===== src/bnv_map.svh =====
// register indices, field positions, reset values and boost limits
`ifndef BNV_MAP_SVH
`define BNV_MAP_SVH
`define BNV_IDX_BOOST_SYNC 8'hA5
`define BNV_IDX_DIV_HIGH 8'hA6
`define BNV_IDX_DIV_LOW 8'hA7
`define BNV_IDX_CTRL 8'hA8
`define BNV_IDX_STATUS 8'hA9
`define BNV_RST_BOOST_SYNC 8'h00
`define BNV_RST_DIV_HIGH 8'h00
`define BNV_RST_DIV_LOW 8'h00
`define BNV_RST_CTRL 8'h00
`define BNV_BIT_SYNC_EN 7
`define BNV_BIT_RATE_RES 2
`define BNV_BIT_ADAPT_EN 5
`define BNV_BOOST_MIN_V 6'h0A
`define BNV_BOOST_MAX_V 6'h28
`define BNV_HYST_W11 13'h0004
`define BNV_HYST_W10 13'h0008
`define BNV_HYST_W8 13'h0020
`endif


===== src/bnv_pkg.sv =====
// types shared by the backlight configuration block
package bnv_pkg;
	typedef struct packed {
		logic syncEn;
		logic [1:0] ditherDepth;
		logic [4:0] boostVoltageCode;
	} bnv_boost_sync_t;
	typedef struct packed {
		logic [4:0] divLow;
		logic rateResistorEnable;
		logic [1:0] hystCode;
	} bnv_div_low_t;
	typedef struct packed {
		logic [1:0] spare;
		logic adaptEn;
		logic [4:0] outputRateCode;
	} bnv_ctrl_t;
	typedef enum logic [1:0] {
		BNV_HYST_OFF,
		BNV_HYST_11B,
		BNV_HYST_10B,
		BNV_HYST_8B
	} bnv_hyst_t;
endpackage : bnv_pkg


===== src/bnv_boost_target.sv =====
// boost voltage target: fixed from code or adaptive from code start point
`include "bnv_map.svh"
module bnv_boost_target (
	input wire logic clk,
	input wire logic srst,
	input wire logic [4:0] boostVoltageCode,
	input wire logic codeLoad,
	input wire logic adaptEn,
	input wire logic stepUp,
	input wire logic stepDown,
	output logic [5:0] targetVolts
);
	logic [5:0] targetVolts_ff;
	logic adaptEn_ff;

	function automatic logic [5:0] codeToVolts(input logic [4:0] code);
		logic [5:0] v;
		v = {1'b0, code} + `BNV_BOOST_MIN_V;
		if (v > `BNV_BOOST_MAX_V) begin
			v = `BNV_BOOST_MAX_V;
		end
		return v;
	endfunction : codeToVolts

	always_ff @(posedge clk) begin
		if (srst) begin
			adaptEn_ff <= 1'b0;
		end else begin
			adaptEn_ff <= adaptEn;
		end
	end

	always_ff @(posedge clk) begin
		if (srst) begin
			targetVolts_ff <= `BNV_BOOST_MIN_V;
		end else if (!adaptEn) begin
			targetVolts_ff <= codeToVolts(boostVoltageCode);
		end else if (!adaptEn_ff || codeLoad) begin
			targetVolts_ff <= codeToVolts(boostVoltageCode);
		end else if (stepUp && !stepDown && targetVolts_ff < `BNV_BOOST_MAX_V) begin
			targetVolts_ff <= targetVolts_ff + 6'h01;
		end else if (stepDown && !stepUp && targetVolts_ff > `BNV_BOOST_MIN_V) begin
			targetVolts_ff <= targetVolts_ff - 6'h01;
		end
	end

	assign targetVolts = targetVolts_ff;
endmodule : bnv_boost_target


===== src/bnv_hyst_filter.sv =====
// input duty hysteresis filter
`include "bnv_map.svh"
module bnv_hyst_filter (
	input wire logic clk,
	input wire logic srst,
	input wire logic [12:0] dutyIn,
	input wire logic dutyInValid,
	input wire logic [1:0] hystCode,
	output logic [12:0] dutyOut,
	output logic dutyOutValid
);
	logic [12:0] dutyOut_ff;
	logic dutyOutValid_ff;
	logic [12:0] diff;
	logic accept;

	function automatic logic [12:0] hystWeight(input logic [1:0] code);
		case (bnv_pkg::bnv_hyst_t'(code))
			bnv_pkg::BNV_HYST_11B: hystWeight = `BNV_HYST_W11;
			bnv_pkg::BNV_HYST_10B: hystWeight = `BNV_HYST_W10;
			bnv_pkg::BNV_HYST_8B: hystWeight = `BNV_HYST_W8;
			default: hystWeight = 13'h0000;
		endcase
	endfunction : hystWeight

	always_comb begin
		diff = (dutyIn > dutyOut_ff) ? dutyIn - dutyOut_ff : dutyOut_ff - dutyIn;
		accept = (hystCode == 2'h0) || (diff > hystWeight(hystCode));
	end

	always_ff @(posedge clk) begin
		if (srst) begin
			dutyOut_ff <= 13'h0000;
		end else if (dutyInValid && accept) begin
			dutyOut_ff <= dutyIn;
		end
	end

	always_ff @(posedge clk) begin
		if (srst) begin
			dutyOutValid_ff <= 1'b0;
		end else begin
			dutyOutValid_ff <= dutyInValid && accept;
		end
	end

	assign dutyOut = dutyOut_ff;
	assign dutyOutValid = dutyOutValid_ff;
endmodule : bnv_hyst_filter


===== src/bnv_config_regs.sv =====
// backlight nonvolatile configuration registers with apb access and field decode
// Notes on behaviour
// - sync enable bit clear ignores frame sync; set lets pll take timing from it.
// - dither depth 00 is off; 01, 10, 11 add 1, 2, 3 dither bits.
// - boost code gives 10 V plus 1 V per step, capped at 40 V.
// - adaptive boost on: code is only the start target, then adjusted adaptively.
// - adaptive boost off: code sets the boost target directly and continuously.
// - second register holds pll counter bits 12 to 5.
// - third register bits 7 to 3 hold pll counter bits 4 to 0.
// - assembled pll counter applies only while sync enable is set.
// - rate resistor enable clear uses rate code; set uses external rate resistor.
// - hysteresis field ignores small input duty changes; 00 turns it off.
// - codes 01, 10, 11 give 1-bit hysteresis at 11, 10, 8 bit resolution.
//
// Local design decision: the APB interface to the registers.
`include "bnv_map.svh"
module bnv_config_regs (
	input wire logic clk,
	input wire logic srst,
	input wire logic psel,
	input wire logic penable,
	input wire logic pwrite,
	input wire logic [11:0] paddr,
	input wire logic [31:0] pwdata,
	input wire logic [3:0] pstrb,
	output logic [31:0] prdata,
	output logic pready,
	output logic pslverr,
	input wire logic frameSyncPin,
	input wire logic headroomLowPin,
	input wire logic headroomHighPin,
	input wire logic [12:0] dutyIn,
	input wire logic dutyInValid,
	output logic syncEnabled,
	output logic pllRefPulse,
	output logic [12:0] pllCount,
	output logic [1:0] ditherBits,
	output logic [5:0] boostTargetVolts,
	output logic boostAdaptive,
	output logic rateFromResistor,
	output logic [4:0] outputRateCode,
	output logic [12:0] dutyOut,
	output logic dutyOutValid
);
	bnv_pkg::bnv_boost_sync_t boostSync_ff;
	logic [7:0] divHigh_ff;
	bnv_pkg::bnv_div_low_t divLow_ff;
	bnv_pkg::bnv_ctrl_t ctrl_ff;
	logic [31:0] prdata_ff;
	logic pready_ff;
	logic pslverr_ff;
	logic syncEnabled_ff;
	logic pllRefPulse_ff;
	logic [12:0] pllCount_ff;
	logic [1:0] ditherBits_ff;
	logic rateFromResistor_ff;
	logic [4:0] outputRateCode_ff;
	logic boostAdaptive_ff;
	logic codeLoad_ff;
	logic [2:0] frameSync_ff;
	logic [1:0] headLow_ff;
	logic [1:0] headHigh_ff;
	logic apbSetup;
	logic apbDone;
	logic wrLane0;
	logic [12:0] pllAssembled;

	function automatic logic regHit(input logic [11:0] addr, input logic [7:0] idx);
		return addr == {2'b00, idx, 2'b00};
	endfunction : regHit

	function automatic logic mapped(input logic [11:0] addr);
		return regHit(addr, `BNV_IDX_BOOST_SYNC) || regHit(addr, `BNV_IDX_DIV_HIGH)
			|| regHit(addr, `BNV_IDX_DIV_LOW) || regHit(addr, `BNV_IDX_CTRL)
			|| regHit(addr, `BNV_IDX_STATUS);
	endfunction : mapped

	// apb: one wait state, completion when pready is high
	assign apbSetup = psel && penable && !pready_ff;
	assign apbDone = psel && penable && pready_ff;
	assign wrLane0 = apbDone && pwrite && pstrb[0];
	assign pllAssembled = {divHigh_ff, divLow_ff.divLow};

	always_ff @(posedge clk) begin
		if (srst) begin
			pready_ff <= 1'b0;
		end else begin
			pready_ff <= apbSetup;
		end
	end

	always_ff @(posedge clk) begin
		if (srst) begin
			pslverr_ff <= 1'b0;
		end else if (apbSetup) begin
			pslverr_ff <= !mapped(paddr);
		end else begin
			pslverr_ff <= 1'b0;
		end
	end

	// read data, captured with pready
	always_ff @(posedge clk) begin
		if (srst) begin
			prdata_ff <= 32'h00000000;
		end else if (apbSetup && !pwrite) begin
			if (regHit(paddr, `BNV_IDX_BOOST_SYNC)) begin
				prdata_ff <= {24'h000000, boostSync_ff};
			end else if (regHit(paddr, `BNV_IDX_DIV_HIGH)) begin
				prdata_ff <= {24'h000000, divHigh_ff};
			end else if (regHit(paddr, `BNV_IDX_DIV_LOW)) begin
				prdata_ff <= {24'h000000, divLow_ff};
			end else if (regHit(paddr, `BNV_IDX_CTRL)) begin
				prdata_ff <= {24'h000000, ctrl_ff};
			end else if (regHit(paddr, `BNV_IDX_STATUS)) begin
				prdata_ff <= {24'h000000, syncEnabled_ff, 1'b0, boostTargetVolts};
			end else begin
				prdata_ff <= 32'h00000000;
			end
		end
	end

	// register writes
	always_ff @(posedge clk) begin
		if (srst) begin
			boostSync_ff <= `BNV_RST_BOOST_SYNC;
		end else if (wrLane0 && regHit(paddr, `BNV_IDX_BOOST_SYNC)) begin
			boostSync_ff <= pwdata[7:0];
		end
	end

	always_ff @(posedge clk) begin
		if (srst) begin
			divHigh_ff <= `BNV_RST_DIV_HIGH;
		end else if (wrLane0 && regHit(paddr, `BNV_IDX_DIV_HIGH)) begin
			divHigh_ff <= pwdata[7:0];
		end
	end

	always_ff @(posedge clk) begin
		if (srst) begin
			divLow_ff <= `BNV_RST_DIV_LOW;
		end else if (wrLane0 && regHit(paddr, `BNV_IDX_DIV_LOW)) begin
			divLow_ff <= pwdata[7:0];
		end
	end

	always_ff @(posedge clk) begin
		if (srst) begin
			ctrl_ff <= `BNV_RST_CTRL;
		end else if (wrLane0 && regHit(paddr, `BNV_IDX_CTRL)) begin
			ctrl_ff <= pwdata[7:0];
		end
	end

	always_ff @(posedge clk) begin
		if (srst) begin
			codeLoad_ff <= 1'b0;
		end else begin
			codeLoad_ff <= wrLane0 && regHit(paddr, `BNV_IDX_BOOST_SYNC);
		end
	end

	// pin synchronisers
	always_ff @(posedge clk) begin
		if (srst) begin
			frameSync_ff <= 3'h0;
			headLow_ff <= 2'h0;
			headHigh_ff <= 2'h0;
		end else begin
			frameSync_ff <= {frameSync_ff[1:0], frameSyncPin};
			headLow_ff <= {headLow_ff[0], headroomLowPin};
			headHigh_ff <= {headHigh_ff[0], headroomHighPin};
		end
	end

	// sync gating and pll counter
	always_ff @(posedge clk) begin
		if (srst) begin
			syncEnabled_ff <= 1'b0;
			pllRefPulse_ff <= 1'b0;
		end else begin
			syncEnabled_ff <= boostSync_ff.syncEn;
			pllRefPulse_ff <= boostSync_ff.syncEn && frameSync_ff[1] && !frameSync_ff[2];
		end
	end

	always_ff @(posedge clk) begin
		if (srst) begin
			pllCount_ff <= 13'h0000;
		end else if (boostSync_ff.syncEn) begin
			pllCount_ff <= pllAssembled;
		end else begin
			pllCount_ff <= 13'h0000;
		end
	end

	// field decode
	always_ff @(posedge clk) begin
		if (srst) begin
			ditherBits_ff <= 2'h0;
			rateFromResistor_ff <= 1'b0;
			outputRateCode_ff <= 5'h00;
			boostAdaptive_ff <= 1'b0;
		end else begin
			ditherBits_ff <= boostSync_ff.ditherDepth;
			rateFromResistor_ff <= divLow_ff.rateResistorEnable;
			outputRateCode_ff <= ctrl_ff.outputRateCode;
			boostAdaptive_ff <= ctrl_ff.adaptEn;
		end
	end

	bnv_boost_target u_boost (
		.clk(clk),
		.srst(srst),
		.boostVoltageCode(boostSync_ff.boostVoltageCode),
		.codeLoad(codeLoad_ff),
		.adaptEn(ctrl_ff.adaptEn),
		.stepUp(headLow_ff[1]),
		.stepDown(headHigh_ff[1]),
		.targetVolts(boostTargetVolts)
	);

	bnv_hyst_filter u_hyst (
		.clk(clk),
		.srst(srst),
		.dutyIn(dutyIn),
		.dutyInValid(dutyInValid),
		.hystCode(divLow_ff.hystCode),
		.dutyOut(dutyOut),
		.dutyOutValid(dutyOutValid)
	);

	assign prdata = prdata_ff;
	assign pready = pready_ff;
	assign pslverr = pslverr_ff;
	assign syncEnabled = syncEnabled_ff;
	assign pllRefPulse = pllRefPulse_ff;
	assign pllCount = pllCount_ff;
	assign ditherBits = ditherBits_ff;
	assign boostAdaptive = boostAdaptive_ff;
	assign rateFromResistor = rateFromResistor_ff;
	assign outputRateCode = outputRateCode_ff;
endmodule : bnv_config_regs


===== config.mk =====
export PLATFORM = sky130hd
export DESIGN_NAME = bnv_config_regs
export DESIGN_NICKNAME = d
export VERILOG_FILES = /design/src/bnv_pkg.sv /design/src/bnv_boost_target.sv /design/src/bnv_hyst_filter.sv /design/src/bnv_config_regs.sv
export VERILOG_INCLUDE_DIRS = /design/src
export SDC_FILE = /design/constraint.sdc
export NUM_CORES = 1
export LEC_CHECK = 0
export ABC_AREA = 1
export BUFFER_PORTS_ARGS = -buffer_cell sky130_fd_sc_hd__clkbuf_2
export CAP_MARGIN = 20
export CORE_AREA = 2 2 132 96
export CTS_BUF_LIST = sky130_fd_sc_hd__clkbuf_8
export CTS_CLUSTER_SIZE = 10
export DETAILED_ROUTE_END_ITERATION = 6
export DIE_AREA = 0 0 134 98
export PLACE_DENSITY = 0.75
export REMOVE_ABC_BUFFERS = 1
export SETUP_SLACK_MARGIN = 0.15
export SLEW_MARGIN = 15
export SYNTH_ARGS = -nofsm -noshare
export SYNTH_HDL_FRONTEND = slang
export SYNTH_SLANG_ARGS = --single-unit

===== constraint.sdc =====
create_clock -name clk -period 4.8 [get_ports clk]
set_input_delay 0.24 -clock clk [delete_from_list [all_inputs] [get_ports clk]]
set_output_delay 0.24 -clock clk [all_outputs]
set_load 0.01 [all_outputs]

# After elaboration in Yosys (flattened, before gate mapping)
# Index checks and enable logic that the tools add are counted.
# word_totals
regBits	118
in_bits	70
output_inout_bits	78
elab_cells	93
# op_classes
addsub	5
order_cmp	5
eq_ne	9
muxes	12
bitwise_logic	2
reduce_logical	33
# op_table
operator	n
$eq 12x10->1 const B	5
$mux 8	5
$mux 6	5
$sub 13x13->13	2
$pmux 6 s3	1
$logic_and 1x1->1	17
$gt 13x13->1	1
$gt 13x6->1	1
$mux 13	1
$logic_not 1->1	7
$add 5x4->6 const B	1
$add 6x1->6 const B	1
$gt 6x4->1 const B	1
$gt 6x6->1 const B	1
$logic_or 1x1->1	6
$lt 6x6->1 const B	1
$sub 6x1->6 const B	1
$eq 2x2->1 const B	2
$ne 4x1->1 const B	1
$reduce_or 2->1	2
$eq 2x1->1 const B	1
$logic_not 2->1	1
$not 1->1	2

# Longest topological paths before layout
# Gate-level depths: netlist of the first run.
# logic_depth
depth_word	7
mapped_depth	28
depth_no_buf	25

# By module
# From an unflattened synthesis of the first run, not the netlist that was laid out.
# unflattened
hier_cells	976
hier_area_um2	6513.7
# modules_own_cells
module	n_inst	cells_per_inst	area_per_inst_um2	seq_area_each_um2
bnv_config_regs	1	419	3319.4	1481.4
bnv_hyst_filter	1	430	2478.6	280.3
bnv_boost_target	1	127	715.7	140.1

# Worst setup path after synthesis of the first run
# Ideal clock, no wire load.
# synth_timing
path_type	register -> register
from	register u_hyst.dutyOut_ff[8] (netlist: u_hyst.dutyOut[8])
to	register u_hyst.dutyOut_ff[10] (netlist: u_hyst.dutyOut[10])
setup_ns	0.112
arrival_ns	3.018
required_ns	4.688
slack_ns	1.671
stages_incl_launch_ff	24
path_buffers	2
period_less_slack_ns	3.129
cell_sequence	dfxtp_1 -> ha_1 -> nand2_2 -> inv_2 -> nand2_2 -> nand2_1 -> a21oi_1 -> nand2_2 -> nand2_2 -> buf_6 -> mux2i_1 -> xnor2_1 -> ha_1 -> a21oi_1 -> nor2_1 -> nor2_1 -> nand3_1 -> nand2_1 -> nand2_1 -> nor2_2 -> nor2_4 -> buf_6 -> nor2_2 -> nor2_1
# synth_via
elab_chain_len	5
elab_cells_between_ends	7
cone_classes	add/sub: 2; order compare: 2; mux: 1; reduce/logical: 2
# synth_lines
item	line_no	text
start: declaration	bnv_hyst_filter.sv:12	logic [12:0] dutyOut_ff;
start signal: assignment	bnv_hyst_filter.sv:35	dutyOut_ff <= dutyIn;
$sub 13x13->13 or $gt 13x13->1 (tied branches)	bnv_hyst_filter.sv:27	diff = (dutyIn > dutyOut_ff) ? dutyIn - dutyOut_ff : dutyOut_ff - dutyIn;
$mux 13 *	bnv_hyst_filter.sv:27	
$gt 13x6->1 *	bnv_hyst_filter.sv:28	accept = (hystCode == 2'h0) || (diff > hystWeight(hystCode));
$logic_or 1x1->1 *	bnv_hyst_filter.sv:28	
$logic_and 1x1->1 *	bnv_hyst_filter.sv:34	end else if (dutyInValid && accept) begin
# Mark *: on every way between the ends. The rest lies on a longest branch, timed or not.
# A chain may end at the register's enable or synchronous reset.

# Worst setup path in the final report of the first run
# layout_timing
from	register u_hyst.dutyOut_ff[12] (netlist: u_hyst.dutyOut[12])
to	register u_hyst.dutyOut_ff[1] (netlist: u_hyst.dutyOut[1])
# The elaborated chain is that of the path after synthesis.

==> results.py, run 1 <==
metrics = {
    "sta": {
        "relSlewSlack_pct": 26.9,
        "fmax_ghz": 0.270,
        "hold_violations": 0,
        "period_needed_ps": 3700,
        "worstMarginPinSlew_ps": 1090,
        "finalSetupViolCount": 0,
        "skew_ps": 18.5,
        "rsz0062_at_grt": "no",
        "final.period_utilization_pct": 77.1,
        "holdWs_ps": 47.7,
        "final.setup.tns_ps": 0,
        "finalMaxSlewViolations": 0,
    },
    "clock_network": {
        "htree_num_levels": 3,
        "clk-insertion-delay-late_ps": 370,
        "clk_path_buf_depth": 2,
        "numCtsBuffers": 9,
        "root_buffer": "clkbuf_8",
        "post_cts_buffers": 0,
        "cts_resized": 0,
        "ctsHoldBuffers": 0,
        "cts_tree": "built",
        "cts_num_sinks": 94,
        "clk_pin_slew_ps": 120,
    },
    "die": {
        "die_h_um": 98,
        "ioPinCount": 148,
        "die_w_um": 134,
        "fp.coreArea_sq_um": 12000,
        "die_area_sq_um": 13100,
        "rows": 34,
        "start_util_pct": 48.5,
    },
    "cells_and_area": {
        "area_growth_pct": 12.5,
        "final_area_sq_um": 6530,
        "nets": 1044,
        "diodes": 0,
        "final_layout_size_suffix_gt1_share_pct": 17.8,
    },
    "synth": {
        "synth_seq_cells": 94,
        "ys_seq_area_share_pct": 32.4,
        "yosysUniqueCellTypes": 44,
        "netlist_area_sq_um": 5800,
        "yosys_warnings": 0,
        "avgSynthCellArea_sq_um": 6.84,
        "synth_cells": 849,
    },
    "worst_hold_path": {
        "min-delay-start": "headroomLowPin",
        "whs_endpoint": "headLow_ff[0]",
        "hold_path.class": "in -> reg",
        "hold_depth": 3,
    },
    "placed_design": {
        "place_hpwl_um": 11400,
        "portBuffers": 96,
        "dpl_cell_area_sq_um": 6310,
        "place.gp.congestion": 0.968,
    },
    "critical_path": {
        "ff2ff_path_depth": 21,
        "worstSetupPathType": "reg -> reg",
        "cp-end-kind": "flip-flop",
        "r2r_end": "u_hyst.dutyOut[1]",
        "critPathRequiredTime_ps": 5110,
        "cp.arrival_ps": 4010,
        "crit_path_max_fanout": 13,
        "rrSetupSlack_ps": 1100,
        "r2r_start": "u_hyst.dutyOut[12]",
        "setup.worst_path.start_class": "flip-flop",
    },
    "route": {
        "drtIter0Drc": 447,
        "drc": 0,
        "dr.pass1.iters": 6,
        "viasPerCell": 4.97,
        "ant_nets": 0,
        "wirelength_um": 14900,
        "vias": 5491,
        "wl_per_cell_um": 13.5,
    },
    "global_routing": {
        "antenna_found_initial": 0,
        "grt_start_max_net_pins": 40,
        "grt_pass1_vias": 4881,
        "grt.total_usage_pct": 23.1,
        "grt_pass1_wl_um": 24300,
        "grt_overflow": 0,
    },
    "flow_run": {
        "maxCapViolCount": 0,
    },
    "power": {
        "irDropWorstVdd_mv": 0.161,
        "p_leak_nw": 3.30,
        "p_per_area_nw_per_um2": 262,
        "finalPower_w": 0.00171,
    },
    "run_status": {
        "status": "completed",
    },
}
==> stage by stage <==
step / std cells / worst slack (ps) / utilization (%)
2_1_floorplan: 826 / 1720 / -
3_3_place_gp: 1088 / 1130 / 52.8
3_5_place_dp: 1088 / 1090 / 52.8
4_1_cts: 1104 / 1120 / 54.6
5_1_grt: 1105 / 744 / 54.6
6_report: 1105 / 1100 / 54.6
==> layer usage <==
metal	GRT usage (%)	wire length, um
met5	0	0
met4	4.91	139
met3	4.15	1200
met2	32.7	5860
met1	36.3	7670
==> worst max path at each step <==
stage / slack, ps / to / startpoint / cells past startpoint
after floorplan: 1720 / u_hyst.dutyOut[0] / u_hyst.dutyOut[8] / 22
after global placement: 1130 / u_hyst.dutyOut[12] / dutyIn[7] / 24
after detailed placement: 1090 / u_hyst.dutyOut[12] / dutyIn[7] / 24
after CTS: 1120 / u_hyst.dutyOut[1] / u_hyst.dutyOut[12] / 21
after global routing: 740 / u_hyst.dutyOut[0] / u_hyst.dutyOut[6] / 22
final: 1100 / u_hyst.dutyOut[1] / u_hyst.dutyOut[12] / 21
==> synthesized netlist by cell type <==
library cell  instances  share of area, %
ha_1                 33               7.1
a21oi_2               2              0.30
inv_2                 6              0.39
buf_2                 2              0.17
buf_6                 3              0.58
nor2_2               15               1.6
o31ai_1               3              0.39
a31oi_1               1              0.11
o21ai_0              43               3.7
nand2_2               6              0.65
nand2_4               1              0.19
o2111ai_1             2              0.30
o221ai_1              6              0.91
nor4_1                4              0.43
clkbuf_1             15              0.97
nand3_1              38               3.3
o21bai_1              2              0.26
nor2_1               88               5.7
nand4_1              12               1.3
a2bb2oi_1             3              0.45
nor3_1                7              0.60
xor2_1                6              0.91
o211ai_1             11               1.4
a211oi_1              8               1.0
a32oi_1               1              0.15
o21ai_1               2              0.17
dfxtp_1              94                32
mux2i_1               1              0.17
nand3b_1              1              0.13
inv_1               149               9.6
or2_2                 2              0.22
nor2_4                4              0.78
o311ai_0              2              0.30
conb_1                1             0.065
fa_1                  3               1.0
xnor2_1               1              0.15
a22oi_1               1              0.13
nand2_1             175                11
and3_1                1              0.11
nand3_2              13               2.2
and2_4                1              0.15
and2_1                1              0.11
a21oi_1              53               4.6
buf_4                26               3.4
==> cells by family (layout without fill, tap and decap cells) <==
logic type / count (synthesis) / after routing / synth area share [%]
and+or+nand+nor: 369 / 369 / 28.8
buffers and inverters: 201 / 272 / 15.1
DFF: 94 / 94 / 32.4
other: 1 / 24 / 0.0646
xor gates and xnor gates: 7 / 7 / 1.06
adders and majority gates: 36 / 36 / 8.15
muxes: 1 / 1 / 0.172
AOI/OAI and AO/OA: 140 / 140 / 14.2
==> final cells by class <==
class	instances	area, sq um
Clock buffer	9	124
Inverter	155	582
Fill cell	1196	5430
Tap cell	162	203
Sequential cell	94	1880
Clock inverter	7	86.3
Timing Repair Buffer	101	515
Multi-Input combinational cell	577	3140
==> worst max-delay path, stage by stage (launching register included) <==
cell and delay, ps:
dfxtp_1 380, inv_1 60, ha_1 390, a21oi_1 230, nand2_1 70, a21oi_1 260, nand2_2 100, nand2_2 250
mux2i_1 280, xnor2_1 150, ha_1 260, a21oi_1 150, nor2_1 50, nor2_1 110, nand3_1 90, nand2_1 60
nand2_1 90, inv_2 60, nand2_2 280, nand3_1 160, nand2_1 60, nor2_1 80
==> where the power goes <==
group | leakage (nW) | switching [W] | internal, W | total, W
sequential | 0.762 | 0.0000102 | 0.000791 | 0.000801
combinational | 2.43 | 0.000238 | 0.000126 | 0.000364
clock | 0.105 | 0.000334 | 0.000211 | 0.000545
total | 3.30 | 0.000582 | 0.00113 | 0.00171
==> sequential cells by signal (all words and copies together), names as in the netlist, 2 cells and up <==
signal and flops:
outputRateCode 5, headLow_ff 2, pllCount 13, divHigh_ff 8, ditherBits 2, frameSync_ff 3
divLow_ff 8, ctrl_ff 8, u_hyst.dutyOut 13, headHigh_ff 2, u_boost.targetVolts 6, prdata 8
boostSync_ff 8
==> cells in the final DEF (no fill, tap or decap), types with 12 or more instances in the layout <==
cell and n:
nand2_1 175, nand4_1 12, dfxtp_1 94, inv_1 149, o21ai_0 43, nor2_2 15
a21oi_1 53, clkbuf_2 97, conb_1 24, nand3_2 13, nand3_1 38, ha_1 33
nor2_1 88
No activity file was read; power rests on OpenSTA's default activity.
==> run 2, diff against run 1 <==
- PLACE_DENSITY: 0.75 -> 0.78
- clock period: 4.8 -> 3 ns (I/O delays scaled with it)
==> run 2 against run 1 <==
Compared with the run above: via count increased by 14%; highest routed layer unchanged; critical endpoint is now u_hyst.dutyOut[5]; setup slack got worse by 1300 ps; sequential power increased by 60%; total power increased by 80%; clock skew increased by 1.3 ps; critical path depth increased by 4; sequential cell count unchanged; the run now ends with setup timing left; first-iteration DRC count increased by 18%.
==> results.py, run 2 (synthesized netlist as in run 1, its figures left out) <==
metrics = {
    "global_routing": {
        "grt_start_max_net_pins": 39,
        "antenna_found_initial": 0,
        "grt_overflow": 0,
        "grt.total_usage_pct": 25.1,
        "grt_pass1_vias": 5391,
        "grt_pass1_wl_um": 26300,
    },
    "placed_design": {
        "place.gp.congestion": 0.966,
        "post-place-ws_ps": -246,
        "portBuffers": 96,
        "place_hpwl_um": 12100,
    },
    "critical_path": {
        "slowest_delay_ps": 380,
        "rrSetupSlack_ps": -210,
        "crit_path_max_fanout": 6,
        "cp-end-kind": "flip-flop",
        "r2r_end": "u_hyst.dutyOut[5]",
        "setup.worst_path.start_class": "flip-flop",
        "r2r_start": "u_hyst.dutyOut[8]",
        "ff2ff_path_depth": 25,
        "crit_family": "simple AND/OR/NAND/NOR gates",
        "cp_num_buf_inv": 6,
        "cp_slowest_cell": "dfxtp_2",
        "cp.arrival_ps": 3530,
        "worstSetupPathType": "reg -> reg",
        "critPathRequiredTime_ps": 3320,
    },
    "die": {
        "fp.coreArea_sq_um": 12000,
        "die_h_um": 98,
        "ioPinCount": 148,
        "start_util_pct": 48.5,
        "die_w_um": 134,
        "die_area_sq_um": 13100,
        "rows": 34,
    },
    "cells_and_area": {
        "post-route-util_pct": 66.0,
        "diodes": 0,
        "ff_latch_area_sq_um": 1910,
        "area_growth_pct": 35.9,
        "fillers": 989,
        "multi_input_area_sq_um": 3510,
        "final_cell_mix": "nand2_1 (155), inv_1 (138), buf_4 (107)",
        "final_layout_size_suffix_gt1_share_pct": 33.6,
        "layout_commonest_cell": "nand2_1",
        "nets": 1161,
    },
    "power": {
        "p_per_area_nw_per_um2": 391,
        "irDropWorstVdd_mv": 0.251,
        "finalPower_w": 0.00308,
        "p_leak_nw": 3.93,
    },
    "route": {
        "wl_per_cell_um": 14.5,
        "vias": 6243,
        "drtIter0Drc": 527,
        "wirelength_um": 17800,
        "dr.pass1.iters": 6,
        "drc": 0,
        "viasPerCell": 5.11,
        "ant_nets": 0,
    },
    "sta": {
        "final.period_utilization_pct": 107,
        "finalSetupViolCount": 14,
        "hold_violations": 0,
        "period_needed_ps": 3210,
        "fmax_ghz": 0.311,
        "holdWs_ps": 44.5,
        "finalMaxSlewViolations": 0,
        "relSlewSlack_pct": 35.1,
        "rsz0062_at_grt": "yes",
        "fin_ws_ps": -212,
        "worstMarginPinSlew_ps": 972,
        "skew_ps": 19.8,
    },
    "worst_hold_path": {
        "hold_path.class": "in -> reg",
        "whs_endpoint": "pready",
        "hold_depth": 3,
        "min-delay-start": "penable",
    },
    "clock_network": {
        "htree_num_levels": 3,
        "numCtsBuffers": 9,
        "root_buffer": "clkbuf_8",
        "clk_pin_slew_ps": 120,
        "clk-insertion-delay-late_ps": 380,
        "cts_num_sinks": 94,
        "clk_path_buf_depth": 2,
        "cts_tree": "built",
    },
    "run_status": {
        "status": "finished with violations",
        "violations": "setup timing",
    },
    "flow_run": {
        "maxCapViolCount": 0,
    },
}
## run 2: cell types whose count changed in the layout (fill, tap and decap cells not counted), moves of 11 or more
cell,change
buf_4,+103
dfxtp_1,-12
ha_1,-20
ha_4,+16
inv_1,-11
nand2_1,-20
nand2_2,+14
## run 2: worst min-delay path: stages
cell	delay, ps
clkbuf_2	80
nand2_1	80
nor3_1	70
## run 2: power breakdown
part	internal [W]	total (W)	leakage, nW	switching, W
sequential	0.00127	0.00128	0.767	0.0000157
clock	0.000337	0.000880	0.105	0.000542
combinational	0.000415	0.000921	3.06	0.000506
total	0.00202	0.00308	3.93	0.00106
## run 2: metrics by stage
step	instances	cell area, sq um	TNS, ps
2_1_floorplan	826	5590	-818
3_3_place_gp	1182	7030	-2160
3_5_place_dp	1183	7040	-2750
4_1_cts	1217	7730	0
5_1_grt	1222	7890	-4770
6_report	1222	7890	-2330
## run 2: worst max path at each step
stage                                  from                end  slack [ps]  cells past startpoint
after floorplan           u_hyst.dutyOut[8]  u_hyst.dutyOut[0]         -80                     22
final                     u_hyst.dutyOut[8]  u_hyst.dutyOut[5]        -210                     25
after CTS                 u_hyst.dutyOut[9]  u_hyst.dutyOut[9]          20                     23
after global placement            dutyIn[2]  u_hyst.dutyOut[3]        -180                     23
after detailed placement          dutyIn[8]  u_hyst.dutyOut[1]        -250                     21
after global routing      u_hyst.dutyOut[8]  u_hyst.dutyOut[4]        -380                     25
## run 2: area by class of cell
| class | count | share of cell area [%] |
|---|---|---|
| clock buffers | 9 | 1.57 |
| clock inverters | 7 | 1.09 |
| inverters | 155 | 7.47 |
| multi-input cells | 577 | 44.4 |
| flip-flops and latches | 94 | 24.2 |
| well taps | 162 | 2.57 |
| repair buffers | 218 | 18.7 |
## run 2: timing repair
action,4_1_cts,5_1_grt
endpoints found under the hold margin,3,0
endpoints found under the setup margin,14,14
hold buffers,3,0
resized for setup,76,32
cloned,0,1
pin swaps,15,27
buffers inserted,15,4
## run 2: per-layer routing
| layer | global-route usage (%) | routed length [um] |
|---|---|---|
| met1 | 37.2 | 8180 |
| met2 | 37.2 | 7650 |
| met3 | 5.24 | 1570 |
| met4 | 6.06 | 357 |
| met5 | 0 | 0 |
